<file path="src/shared/qwp_pkg.sv">
// Purpose: Shared constants for the quad wiper five-wire serial port
// Assumes: Both ends and the bench import this package
// Notes:   Counts in cycles are derived from times and the system clock
//
// Summary of operation
// - Wipers start at mid-scale 32 after reset
// - Six-bit position, 63 top, 0 bottom
// - Port works only while choice pin is low
// - Choice pin high selects the other port
// - Word is 2-bit channel plus 6-bit position
// - MSB first, whole multiples of eight bits
// - Frame rise starts transaction, active while high
// - Direction sampled at frame start, then ignored
// - Write: data bit taken on rising clock
// - Eighth falling edge loads the selected wiper
// - One to four words per write, any order
// - Frame fall ends transaction, port disabled
// - Cascade output held low while writing
// - Frame low passes input straight to output
// - Read: new bit after each falling edge
// - Read order channel 0 to 3, MSB first
package qwp_pkg;

	// Word layout
	localparam int POS_W   = 6;
	localparam int SEL_W   = 2;
	localparam int WORD_W  = SEL_W + POS_W;
	localparam int N_POTS  = 4;
	localparam int SEL_MSB = WORD_W - 1;
	localparam int POS_MSB = POS_W - 1;

	// Wiper codes
	localparam logic [POS_W-1:0] POS_MID = 6'h20;
	localparam logic [POS_W-1:0] POS_TOP = 6'h3F;
	localparam logic [POS_W-1:0] POS_BOT = 6'h00;

	// Transfer sizes
	localparam int WORDS_MAX = 4;
	localparam int READ_BITS = N_POTS * WORD_W;
	localparam logic [2:0] LAST_BIT = 3'h7;

	// Timing: system clock and read data settle time after falling edge
	localparam int CLK_SYS_NS    = 40;
	localparam int DOUT_VALID_NS = 20;
	localparam int SETTLE_CYC    =
		(DOUT_VALID_NS + CLK_SYS_NS - 1) / CLK_SYS_NS;
	// Half period of the link clock in system cycles: settle plus sync
	localparam int SCLK_HALF = SETTLE_CYC + 3;

	// Host buffer depth
	localparam int FIFO_DEPTH = 8;

	typedef logic [POS_W-1:0]  qwp_pos_t;
	typedef logic [WORD_W-1:0] qwp_word_t;

endpackage

</file>
<file path="src/shared/qwp_if.sv">
// Purpose: Five-wire link between controller and wiper device
// Assumes: Controller makes the serial clock and all inputs
// Notes:   All lines are one-way; no two-way pins are needed
interface qwp_if;
	logic sclk;                 // Serial clock, made by controller
	logic frame;                // Transfer window, high while active
	logic din;                  // Serial data into the device
	logic dout;                 // Cascade data out of the device
	logic dir;                  // Direction, high reads
	logic interface_choice_pin; // Low selects this port

	modport dev (
		input  sclk,
		input  frame,
		input  din,
		input  dir,
		input  interface_choice_pin,
		output dout
	);

	modport host (
		output sclk,
		output frame,
		output din,
		output dir,
		output interface_choice_pin,
		input  dout
	);
endinterface

</file>
<file path="src/core/qwp_host.sv">
// Purpose: Controller end: buffers wiper writes, drives the link
// Assumes: clk_sys at 25 MHz; link clock made here by a divider
// Notes:   The link clock stands still outside frames, reset included
module qwp_fifo #(
	parameter int W     = 8,
	parameter int DEPTH = 8
) (
	// Clock and reset
	input  wire logic         clk_sys,
	input  wire logic         reset_n,
	// Filling side
	input  wire logic         in_valid,
	output logic              in_ready,
	input  wire logic [W-1:0] in_data,
	// Draining side
	output logic              out_valid,
	input  wire logic         out_ready,
	output logic [W-1:0]      out_data
);
	localparam int AW = $clog2(DEPTH);

	logic [W-1:0] mem [DEPTH];   // Storage
	logic [AW:0]  wr_q;          // Write pointer with wrap bit
	logic [AW:0]  rd_q;          // Read pointer with wrap bit
	logic         full;          // No room left
	logic         empty;         // Nothing stored

	assign full      = (wr_q[AW] != rd_q[AW]) &&
		(wr_q[AW-1:0] == rd_q[AW-1:0]);
	assign empty     = (wr_q == rd_q);
	assign in_ready  = ~full;
	assign out_valid = ~empty;
	assign out_data  = mem[rd_q[AW-1:0]];

	// Write port
	always_ff @(posedge clk_sys) begin
		if (!reset_n) begin
			wr_q <= '0;
		end else if (in_valid && !full) begin
			mem[wr_q[AW-1:0]] <= in_data;
			wr_q              <= wr_q + 1'b1;
		end
	end

	// Read port
	always_ff @(posedge clk_sys) begin
		if (!reset_n) begin
			rd_q <= '0;
		end else if (out_ready && !empty) begin
			rd_q <= rd_q + 1'b1;
		end
	end
endmodule

module qwp_host (
	// Clock and reset
	input  wire logic              clk_sys,
	input  wire logic              reset_n,
	// Write words in: channel in bits 7:6, position in 5:0
	input  wire logic              wr_valid,
	output logic                   wr_ready,
	input  wire qwp_pkg::qwp_word_t wr_data,
	// Read request and read-back words
	input  wire logic              rd_req,
	output logic                   rd_valid,
	output qwp_pkg::qwp_word_t     rd_data,
	output logic                   busy,
	// Link to the device
	qwp_if.host                    link
);
	import qwp_pkg::*;

	typedef enum logic [2:0] {
		H_IDLE  = 3'b000,
		H_SETUP = 3'b001,
		H_LOW   = 3'b010,
		H_HIGH  = 3'b011,
		H_CLOSE = 3'b100
	} qwp_hstate_e;

	qwp_hstate_e state_q;        // Link sequencer
	logic [2:0]  div_q;          // Half-period counter
	logic        tick;           // End of a half period
	logic        sclk_q;         // Link clock
	logic        frame_q;        // Transfer window
	logic        dir_q;          // Direction, high reads
	logic [7:0]  sh_q;           // Outgoing word, MSB on the pin
	logic [5:0]  bit_q;          // Bits clocked in this frame
	logic [7:0]  rsh_q;          // Incoming read bits
	logic        rd_pend_q;      // Read asked for, read frame not yet started
	logic        dout_m_q;       // First synchroniser stage
	logic        dout_s_q;       // Second synchroniser stage
	logic        f_valid;        // Buffer has a word
	logic        f_pop;          // Take one word from the buffer
	qwp_word_t   f_data;         // Word at buffer head
	logic        more;           // Another write word fits this frame

	// Write buffer; the sequencer drains it only at frame setup and between words,
	// so a slow link really fills it and stalls the user
	qwp_fifo #(.W(WORD_W), .DEPTH(FIFO_DEPTH)) i_qwp_fifo (
		.clk_sys   (clk_sys),
		.reset_n   (reset_n),
		.in_valid  (wr_valid),
		.in_ready  (wr_ready),
		.in_data   (wr_data),
		.out_valid (f_valid),
		.out_ready (f_pop),
		.out_data  (f_data)
	);

	assign tick = (div_q == 3'(SCLK_HALF - 1));
	assign more = f_valid && (bit_q[5:3] < 3'(WORDS_MAX - 1));
	assign f_pop = tick && !dir_q &&
		((state_q == H_SETUP) ||
		 (state_q == H_HIGH && bit_q[2:0] == LAST_BIT && more));
	assign busy = (state_q != H_IDLE) || rd_pend_q;

	// Link pins from flip-flops, choice pin tied low
	assign link.sclk                 = sclk_q;
	assign link.frame                = frame_q;
	assign link.din                  = sh_q[7];
	assign link.dir                  = dir_q;
	assign link.interface_choice_pin = 1'b0;

	// Half-period divider, free running
	always_ff @(posedge clk_sys) begin
		if (!reset_n || tick) begin
			div_q <= 3'h0;
		end else begin
			div_q <= div_q + 3'h1;
		end
	end

	// Device output is a pin from another domain
	always_ff @(posedge clk_sys) begin
		dout_m_q <= link.dout;
		dout_s_q <= dout_m_q;
	end

	// Pending read: a new request wins over the clear
	always_ff @(posedge clk_sys) begin
		if (!reset_n) begin
			rd_pend_q <= 1'b0;
		end else if (rd_req) begin
			rd_pend_q <= 1'b1;
		end else if (state_q == H_SETUP && dir_q) begin
			rd_pend_q <= 1'b0;
		end
	end

	// Link sequencer
	always_ff @(posedge clk_sys) begin
		if (!reset_n) begin
			state_q  <= H_IDLE;
			sclk_q   <= 1'b0;
			frame_q  <= 1'b0;
			dir_q    <= 1'b0;
			sh_q     <= 8'h00;
			bit_q    <= 6'h00;
			rsh_q    <= 8'h00;
			rd_valid <= 1'b0;
			rd_data  <= 8'h00;
		end else begin
			rd_valid <= 1'b0;
			if (tick) begin
				unique case (state_q)
					H_IDLE: begin
						// Direction settles a half period before the frame
						bit_q <= 6'h00;
						if (rd_pend_q) begin
							dir_q   <= 1'b1;
							state_q <= H_SETUP;
						end else if (f_valid) begin
							dir_q   <= 1'b0;
							state_q <= H_SETUP;
						end
					end
					H_SETUP: begin
						frame_q <= 1'b1;
						sh_q    <= dir_q ? 8'h00 : f_data;
						state_q <= H_LOW;
					end
					H_LOW: begin
						// Read bit k-1 is stable after falling edge k
						if (dir_q && bit_q != 6'h00) begin
							rsh_q <= {rsh_q[6:0], dout_s_q};
							if (bit_q[2:0] == 3'h0) begin
								rd_valid <= 1'b1;
								rd_data  <= {rsh_q[6:0], dout_s_q};
							end
						end
						if (dir_q && bit_q == 6'(READ_BITS)) begin
							state_q <= H_CLOSE;
						end else begin
							sclk_q  <= 1'b1;
							state_q <= H_HIGH;
						end
					end
					H_HIGH: begin
						sclk_q  <= 1'b0;
						bit_q   <= bit_q + 6'h01;
						state_q <= H_LOW;
						if (!dir_q && bit_q[2:0] == LAST_BIT) begin
							// Whole words only; next word or finish
							if (more) begin
								sh_q <= f_data;
							end else begin
								state_q <= H_CLOSE;
							end
						end else begin
							sh_q <= {sh_q[6:0], 1'b0};
						end
					end
					H_CLOSE: begin
						frame_q <= 1'b0;
						state_q <= H_IDLE;
					end
					default: begin
						state_q <= H_IDLE;
					end
				endcase
			end
		end
	end

endmodule

</file>
<file path="src/flat_wrapper.sv">
// flat-port wrapper written by rule: the top's interface ports become plain ports
module qwp_host_flat import qwp_pkg::*;
  (clk_sys, reset_n, wr_valid, wr_ready, wr_data, rd_req, rd_valid, rd_data, busy, link_sclk, link_frame, link_din, link_dir, link_interface_choice_pin, link_dout);
  qwp_if link_i ();
  input  wire logic clk_sys;
  input  wire logic reset_n;
  input  wire logic wr_valid;
  output logic wr_ready;
  input  wire qwp_pkg::qwp_word_t wr_data;
  input  wire logic rd_req;
  output logic rd_valid;
  output qwp_pkg::qwp_word_t rd_data;
  output logic busy;
  output wire logic [$bits(link_i.sclk)-1:0] link_sclk;
  output wire logic [$bits(link_i.frame)-1:0] link_frame;
  output wire logic [$bits(link_i.din)-1:0] link_din;
  output wire logic [$bits(link_i.dir)-1:0] link_dir;
  output wire logic [$bits(link_i.interface_choice_pin)-1:0] link_interface_choice_pin;
  input wire logic [$bits(link_i.dout)-1:0] link_dout;
  assign link_sclk = link_i.sclk;
  assign link_frame = link_i.frame;
  assign link_din = link_i.din;
  assign link_dir = link_i.dir;
  assign link_interface_choice_pin = link_i.interface_choice_pin;
  assign link_i.dout = link_dout;
  qwp_host u_core (.clk_sys(clk_sys), .reset_n(reset_n), .wr_valid(wr_valid), .wr_ready(wr_ready), .wr_data(wr_data), .rd_req(rd_req), .rd_valid(rd_valid), .rd_data(rd_data), .busy(busy), .link(link_i));
endmodule
</file>
<file path="config.mk">
export PLATFORM = sky130hd
export DESIGN_NAME = qwp_host_flat
export DESIGN_NICKNAME = d
export VERILOG_FILES = /design/src/shared/qwp_pkg.sv /design/src/shared/qwp_if.sv /design/src/core/qwp_host.sv /design/src/flat_wrapper.sv
export SDC_FILE = /design/constraint.sdc
export NUM_CORES = 1
export LEC_CHECK = 0
export BUFFER_PORTS_ARGS = -buffer_cell sky130_fd_sc_hd__buf_2
export CAP_MARGIN = 20
export CORE_ASPECT_RATIO = 0.9
export CORE_MARGIN = 5
export CORE_UTILIZATION = 25
export DETAILED_ROUTE_END_ITERATION = 7
export GPL_TIMING_DRIVEN = 0
export SETUP_SLACK_MARGIN = 0.15
export SLEW_MARGIN = 10
export SYNTH_ARGS = -nofsm -noshare
export SYNTH_HDL_FRONTEND = slang
export SYNTH_SLANG_ARGS = --single-unit
export TNS_END_PERCENT = 50
</file>
<file path="constraint.sdc">
create_clock -name clk_sys -period 2.2 [get_ports clk_sys]
set_input_delay 0.11 -clock clk_sys [delete_from_list [all_inputs] [get_ports clk_sys]]
set_output_delay 0.11 -clock clk_sys [all_outputs]
set_load 0.005 [all_outputs]
</file>
==> results of run 1 <==
[worst max path at each step]
stage	start	to	slack [ns]	cells past startpoint
3_3_place_gp	u_core.i_qwp_fifo.wr_q[1]	u_core.i_qwp_fifo.mem[6][7]	-0.53	5
2_1_floorplan	u_core.i_qwp_fifo.wr_q[1]	u_core.i_qwp_fifo.mem[4][0]	-0.01	5
6_report	u_core.i_qwp_fifo.wr_q[2]	u_core.i_qwp_fifo.mem[3][3]	0.16	6
5_1_grt	u_core.i_qwp_fifo.wr_q[0]	flip-flop	0.06	6
4_1_cts	u_core.bit_q[0]	u_core.sh_q[6]	0.05	6
3_5_place_dp	u_core.i_qwp_fifo.wr_q[1]	u_core.i_qwp_fifo.mem[4][4]	-0.66	5
[stage by stage]
step / cell area [sq um] / power [mW] / TNS (ns)
floorplan: 4950 / 2.54 / -0.225
global placement: 5400 / 2.60 / -17.37
global route: 6330 / 5.69 / 0
detailed placement: 5400 / 2.61 / -22.99
finish: 6330 / 5.50 / 0
CTS: 6240 / 5.53 / 0
[cell usage in the layout (no fill, tap or decap), drive strengths merged, types with 4 or more instances in the layout]
master,n
edfxtp,64
dfxtp,53
buf,46
nor2,35
clkbuf,33
mux2i,30
a21oi,19
inv,12
nand2,11
dlygate4sd3,10
nand3,9
mux4,9
a32o,9
a21o,7
o22ai,7
a221o,7
ha,7
xor2,6
o31ai,5
o21ai,5
nand2b,5
or4,5
clkinv,5
xnor2,4
or3,4
bufinv,4
nor2b,4
nor3,4
nor4,4
[per-layer routing]
layer  global-route usage  vias up  wire [microns]
met5                    0        -               0
met4               0.0480        0             166
met3               0.0258       17             398
met2                0.169       82            5690
met1                0.125     1660            4840
li1                     -     1591               -
[repair_timing]
| action | CTS | global route |
|---|---|---|
| endpoints found under the hold margin | 66 | 0 |
| resized for setup | 18 | 18 |
| hold buffers | 10 | 0 |
| gates cloned | 0 | 0 |
| setup buffers | 5 | 6 |
| endpoints found under the setup margin | 83 | 96 |
| pin swaps | 2 | 5 |
[power by group]
group | internal, mW | switching (mW) | leakage [nW]
Combinational | 0.107 | 0.155 | 0.997
Clock | 1.92 | 0.958 | 0.301
Sequential | 2.34 | 0.0163 | 1.01
Total | 4.37 | 1.13 | 2.31
[sequential cells by signal, summed over array words and instances (netlist names), 3 cells and up, named ones only]
name	flops
u_core.rd_data	8
u_core.sh_q	8
u_core.i_qwp_fifo.wr_q	4
u_core.state_q	3
u_core.div_q	3
u_core.rsh_q	7
u_core.i_qwp_fifo.mem	64
u_core.i_qwp_fifo.rd_q	4
u_core.bit_q	6
[cells in the mapped netlist (5+ instances only)]
| cell type | number | area (sq um) |
|---|---|---|
| a32o_1 | 9 | 90.1 |
| clkbuf_1 | 14 | 52.6 |
| o21ai_0 | 5 | 25.0 |
| dfxtp_1 | 53 | 1060 |
| nand2_1 | 11 | 41.3 |
| a21oi_1 | 19 | 95.1 |
| mux2i_1 | 30 | 300 |
| nand3_1 | 9 | 45.0 |
| a221o_1 | 7 | 70.1 |
| nand2b_1 | 5 | 31.3 |
| ha_1 | 7 | 87.6 |
| a21o_1 | 7 | 52.6 |
| o22ai_1 | 7 | 43.8 |
| edfxtp_1 | 64 | 1920 |
| nor2_1 | 35 | 131 |
| inv_1 | 10 | 37.5 |
| o31ai_1 | 5 | 37.5 |
| mux4_2 | 9 | 203 |
[worst min-delay path, cell delays in order]
cell	delay [ns]
buf_2	0.12
o41ai_2	0.06
or4_1	0.10
a21oi_1	0.06
[cell type report]
type | count | area [sq um] | share of cell area
buffer | 21 | 121 | 0.0192
clock buffer | 20 | 447 | 0.0705
clock inverter | 12 | 176 | 0.0278
inverter | 11 | 41.3 | 0.00652
multi-input combinational | 229 | 1910 | 0.301
sequential | 117 | 2990 | 0.471
tap | 250 | 313 | 0.0494
timing repair buffer | 48 | 343 | 0.0541
[cell families after synthesis]
logic type	synth area share
xor gates and xnor gates	0.0231
DFF	0.604
muxes	0.104
adders and majority gates	0.0177
other	0.000760
and+or+nand+nor	0.109
AOI/OAI and AO/OA	0.111
buffers and inverters	0.0299
==> results.ini, run 1 <==
[status]
status=completed

[timing]
fin_crit_sh=0.927
finalClockSkew_ns=0.00738
finalSetupViolations=0
maxSlewViolCount=0
slew_headroom=0.537
fin_ws_ns=0.160
fmax_ghz=0.490
worst_slew_pin_slew_ns=0.687
rsz0062_at_grt=true
period_minus_slack_ns=2.04
hold_viol_final=0
holdWs_ns=0.0949

[logic_synthesis]
netlist_area_sq_um=4930
synth_ff_type=edfxtp_1
ys_seq_elements=117
synth_warnings=0
synth_seq_area_share=0.604
netlist_instances=379
synth.net_count=399
syn-mean-instance-area_sq_um=13.0
ys_async_sr_fraction=0
synth_edf_count=64
yosysUniqueCellTypes=54

[cts]
cts_tree=done
clk_pin_slew_ns=0.05
numCtsBuffers=17
cts_htree_levels=4
clk_path_buf_depth=2
insertion_delay_ns=0.41
clock_sinks=117
clock-root-buffer=clkbuf_16

[layout]
syn_to_final_growth_pct=28.4
antennaDiodeCount=0
nNetsFinal=465
stdcell_count=708
final.fill_count=1858
finish.utilization=0.329
drive_gt1_frac=0.253

[global_route]
grt_pass1_vias=3454
grt_max_degree=17
grt_pass1_wl_mm=17.7
grt_antenna_before_repair=0
grt_util_all_layers=0.102
overflow=0

[floorplan]
initial_core_util=0.256
ios=29
num_rows=48
dieArea_sq_um=22700
die_width_microns=158
dieHeight_microns=143
core_area_sq_um=19300

[job]
maxCapViolCount=0

[placed_design]
place_inst=656
portBuffers=27
routabilityCongestion=0.822
dp_worst_setup_slack_ns=-0.662
dp_hpwl_mm=7.60

[critical_path]
r2r_cells=6
slowest_stage=o41ai_2
crit_fanout=10
cp.required_ns=2.31
critical_path_arrival_ns=2.15
start_kind=flip-flop
crit_path_cell_trace=buf_6 > xor2_4 > o41ai_2 > buf_4 > nor2_1 > and4_1
r2r-start=u_core.i_qwp_fifo.wr_q[2]
endpoint_kind=flip-flop
critical_path.max_stage_delay_ns=0.39
cp.buffers_inverters=2
cp_top_family=simple AND/OR/NAND/NOR gates
reg2reg_to=u_core.i_qwp_fifo.mem[3][3]
r2r_slack_ns=0.16
path_class=flip-flop to flip-flop

[route]
vias_per_cell=4.73
wl_per_cell_microns=15.7
ant_nets=0
vias=3350
drtIter0Drc=279
drc_errors=0
dr.pass1.iters=5
totalWireLength_mm=11.1

[hold_path]
hold_start=wr_valid
hold_depth=4
hold_class=primary input to flip-flop
hold-path-endpoint=u_core.i_qwp_fifo.wr_q[3]

[pwr]
power.leakage_nw=2.31
irDropWorstVdd_mv=0.514
power_density_nw_per_um2=869

No activity file was read; power rests on OpenSTA's default activity.
==> inputs of run 2 (changes only) <==
CORE_UTILIZATION = 30   (was 25)
TNS_END_PERCENT = 1   (was 50)
==> run 2 against run 1 <==
  * Worst hold slack worse by 0.017 ns
  * Fmax is 2.9% lower
  * Sequential share of layout area is 0.83 points higher
  * Non-clock buffer count is 8 lower
  * Die area is 16% lower
  * Critical path depth stayed put
  * Sequential cell count stayed put
==> results.ini, run 2 (synthesized netlist as in run 1, its figures left out) <==
[critical_path]
crit_fanout=8
path_class=flip-flop to flip-flop
r2r_cells=6
r2r_slack_ns=0.1
cp.required_ns=2.50
critical_path_arrival_ns=2.40
r2r-start=u_core.bit_q[1]
endpoint_kind=flip-flop
start_kind=flip-flop
reg2reg_to=u_core.sh_q[1]

[route]
vias_per_cell=4.94
drc_errors=0
drtIter0Drc=222
dr.pass1.iters=4
vias=3246
wl_per_cell_microns=16.4
totalWireLength_mm=10.7
ant_nets=0

[layout]
stdcell_count=657
antennaDiodeCount=0
final_cell_mix=64 x edfxtp_1, 47 x dfxtp_1, 31 x nor2_1, 30 x buf_2, 30 x mux2i_1
largest_reg_flops=64
nNetsFinal=457
final_area_sq_um=6230
drive_gt1_frac=0.244
final_common_cell=edfxtp_1
syn_to_final_growth_pct=26.3

[cts]
clk_pin_slew_ns=0.05
insertion_delay_ns=0.41
cts_htree_levels=4
clock-root-buffer=clkbuf_16
cts_tree=done
numCtsBuffers=17
clock_sinks=117
clk_path_buf_depth=2

[floorplan]
die_width_microns=145
num_rows=44
ios=29
dieHeight_microns=132
dieArea_sq_um=19100
initial_core_util=0.306
core_area_sq_um=16100

[hold_path]
hold_depth=4
hold_start=wr_valid
hold_class=primary input to flip-flop
hold-path-endpoint=u_core.i_qwp_fifo.wr_q[3]

[timing]
rsz0062_at_grt=true
slew_headroom=0.536
finalSetupViolations=0
fin_crit_sh=0.955
maxSlewViolCount=0
fin_ws_ns=0.0994
period_minus_slack_ns=2.10
holdWs_ns=0.0780
worst_slew_pin_slew_ns=0.691
fmax_ghz=0.476
hold_viol_final=0
finalClockSkew_ns=0.00743

[placed_design]
portBuffers=27
place_area_sq_um=5350
routabilityCongestion=0.891
dp_hpwl_mm=7.24
place_inst=614
dp_worst_setup_slack_ns=-0.586

[job]
maxCapViolCount=0

[pwr]
irDropWorstVdd_mv=0.578
total_power_mw=5.63
power.leakage_nw=2.28
power_density_nw_per_um2=903

[global_route]
grt_pass1_wl_mm=17.2
grt_pass1_vias=3131
grt_max_degree=17
grt_util_all_layers=0.116
grt_antenna_before_repair=0
overflow=0

[status]
status=completed

run 2: cell count changes in the layout (fill, tap and decap cells not counted), moves of 2 or more:
cell      previous run  this run
dfxtp_1             50        47
buf_6                3         1
clkbuf_4             2         0
buf_4               11         4
clkbuf_2             1         4
dfxtp_2              3         6
run 2: routing by layer:
metal  part of all wire  wire [microns]  global-route usage
met5                  0               0                   0
met4              0.016             174              0.0477
met3              0.048             516              0.0365
met2               0.49            5240               0.183
met1               0.45            4820               0.148
run 2: cell type report:
type                    count  area [sq um]
clock inverters            12           199
inverters                  11          41.3
fillers                  1483          9900
flip-flops and latches    117          2990
repair buffers             39           263
clock buffers              20           457
multi-input cells         229          1900
plain buffers              22           121
well taps                 207           259
run 2: critical path: stages, from the launching register on:
cell and delay (ns):
dfxtp_1 0.37, ha_1 0.22, ha_1 0.21, nor2b_1 0.30, a21oi_1 0.21, a32o_1 0.42, a32o_1 0.26
run 2: how the worst max path moves through the flow:
stage	cells past startpoint	from	slack (ns)	end
finish	6	u_core.bit_q[1]	0.1	u_core.sh_q[1]
global route	6	u_core.bit_q[0]	0.02	u_core.sh_q[4]
CTS	6	u_core.i_qwp_fifo.wr_q[0]	0.13	u_core.i_qwp_fifo.mem[4][7]
detailed placement	5	u_core.i_qwp_fifo.wr_q[1]	-0.59	u_core.i_qwp_fifo.mem[6][5]
global placement	4	u_core.i_qwp_fifo.wr_q[1]	-0.83	u_core.i_qwp_fifo.mem[2][0]
floorplan	4	u_core.i_qwp_fifo.wr_q[1]	-0.03	u_core.i_qwp_fifo.mem[2][0]
run 2: power breakdown:
group / leakage (nW) / switching (mW) / internal (mW)
clock: 0.321 / 0.961 / 2.07
sequential: 1.01 / 0.0181 / 2.34
combinational: 0.947 / 0.148 / 0.0928
run 2: through the flow:
step | setup TNS, ns | util
detailed placement | -21.06 | 0.332
floorplan | -0.399 | -
global placement | -23.15 | 0.331
finish | 0 | 0.386
global route | 0 | 0.386
CTS | 0 | 0.386
run 2: what timing repair did:
item | in CTS | in global routing
endpoints found under the setup margin | 85 | 75
hold endpoints to repair | 66 | 0
pin swaps | 4 | 0
buffers inserted | 1 | 0
hold buffers | 10 | 0
gates resized for setup | 29 | 2
==> inputs of run 3 (changes only) <==
CORE_MARGIN = default   (was 5)
==> run 3 against run 2 <==
  * Register-to-register slack improved by 0.096 ns
  * Combinational power is 5% higher
  * Power fell by 5.2%
  * Critical path depth did not move
  * Utilization grew 0.19 points
  * Sequential share of layout area down 0.34 points
  * Setup slack gained 0.096 ns
  * Critical endpoint is now u_core.sh_q[5]
  * Largest cell class unchanged
  * Highest routed layer unchanged
==> results.ini, run 3 (synthesized netlist as in run 1, its figures left out) <==
[layout]
final_area_sq_um=6260
stdcell_count=667
drive_gt1_frac=0.250
seq_area_sq_um=2980
final.fill_count=1482
nNetsFinal=467
final_cell_mix=64 x edfxtp_1, 52 x dfxtp_1, 31 x nor2_1, 30 x mux2i_1, 28 x buf_2
final_common_cell=edfxtp_1
multi_input_area_sq_um=1900
antennaDiodeCount=0
syn_to_final_growth_pct=27.0
largest_reg_flops=64

[route]
totalWireLength_mm=10.5
drtIter0Drc=276
wl_per_cell_microns=15.7
vias=3235
ant_nets=0
dr.pass1.iters=4
vias_per_cell=4.85
drc_errors=0

[placed_design]
routabilityCongestion=0.833
portBuffers=27
place_area_sq_um=5350
dp_hpwl_mm=6.98
place_inst=614

[cts]
clock_sinks=117
cts_tree=done
numCtsBuffers=17
clock-root-buffer=clkbuf_16
clk_pin_slew_ns=0.06
insertion_delay_ns=0.41
clk_path_buf_depth=2
cts_htree_levels=4

[timing]
fin_setup_tns_ns=0
finalSetupViolations=0
finalClockSkew_ns=0.00732
rsz0062_at_grt=true
period_minus_slack_ns=2.01
hold_viol_final=0
holdWs_ns=0.103
worst_slew_pin_slew_ns=0.698
fin_crit_sh=0.911
maxSlewViolCount=0
fmax_ghz=0.499
slew_headroom=0.532

[floorplan]
dieArea_sq_um=17000
initial_core_util=0.306
dieHeight_microns=124
num_rows=44
ios=29
die_width_microns=137
core_area_sq_um=16100

[critical_path]
cp.required_ns=2.49
start_kind=flip-flop
endpoint_kind=flip-flop
crit_start=u_core.i_qwp_fifo.wr_q[0]
critical_path_arrival_ns=2.30
path_class=flip-flop to flip-flop
r2r-start=u_core.i_qwp_fifo.wr_q[0]
crit_fanout=8

[pwr]
power.leakage_nw=2.30
irDropWorstVdd_mv=0.559
power_density_nw_per_um2=852

[global_route]
overflow=0
grt_pass1_vias=3159
grt_pass1_wl_mm=16.4
grt_max_degree=17
grt_util_all_layers=0.131
grt_antenna_before_repair=0

[status]
status=completed

[hold_path]
hold_start=wr_valid
hold_class=primary input to flip-flop

[job]
maxCapViolCount=0

## run 3: per-layer routing
metal	routed length [microns]	track usage	part of all wire
met5	0	0	0
met3	263	0.0338	0.025
met1	4690	0.154	0.45
met4	147	0.0488	0.014
met2	5370	0.227	0.51
## run 3: power breakdown
group	internal, mW	switching (mW)	total (mW)
sequential	2.34	0.0159	2.36
combinational	0.103	0.151	0.254
clock	1.69	1.03	2.73
total	4.14	1.20	5.34
## run 3: per-stage QoR
step	setup slack [ns]	utilization	power [mW]
floorplan	-0.0308	-	2.53
global placement	-0.722	0.331	2.60
detailed placement	-0.574	0.332	2.61
CTS	0.113	0.382	5.37
global route	0.110	0.388	5.51
finish	0.195	0.388	5.34
## run 3: timing repair
item / CTS / global route
hold buffers: 10 / 0
endpoints found under the hold margin: 66 / 0
setup endpoints to repair: 74 / 74
resized for setup: 18 / 15
setup buffers: 4 / 7
pin swaps: 3 / 4
## run 3: path summary, 6_finish.rpt
kind              slack [ns]                         to  depth (start not counted)
setup / recovery        0.19             u_core.sh_q[5]                          6
setup reg to reg        0.19             u_core.sh_q[5]                          6
hold reg to reg         0.33            u_core.dout_s_q                          0
hold / removal          0.10  u_core.i_qwp_fifo.wr_q[3]                          4
## run 3: critical path, stage by stage, from the launching register on
cell and delay, ns:
dfxtp_1 0.32, buf_6 0.13, xor2_4 0.15, buf_4 0.14
or4_4 0.59, a32o_2 0.31, a32o_1 0.24
## run 3: layout make-up
cell class,instances,share of cell area
Tap cell,207,0.0413
Sequential cell,117,0.476
Buffer,22,0.0202
Clock inverter,15,0.0266
Multi-Input combinational cell,229,0.303
Clock buffer,17,0.0679
Inverter,11,0.00659
Timing Repair Buffer,49,0.0585
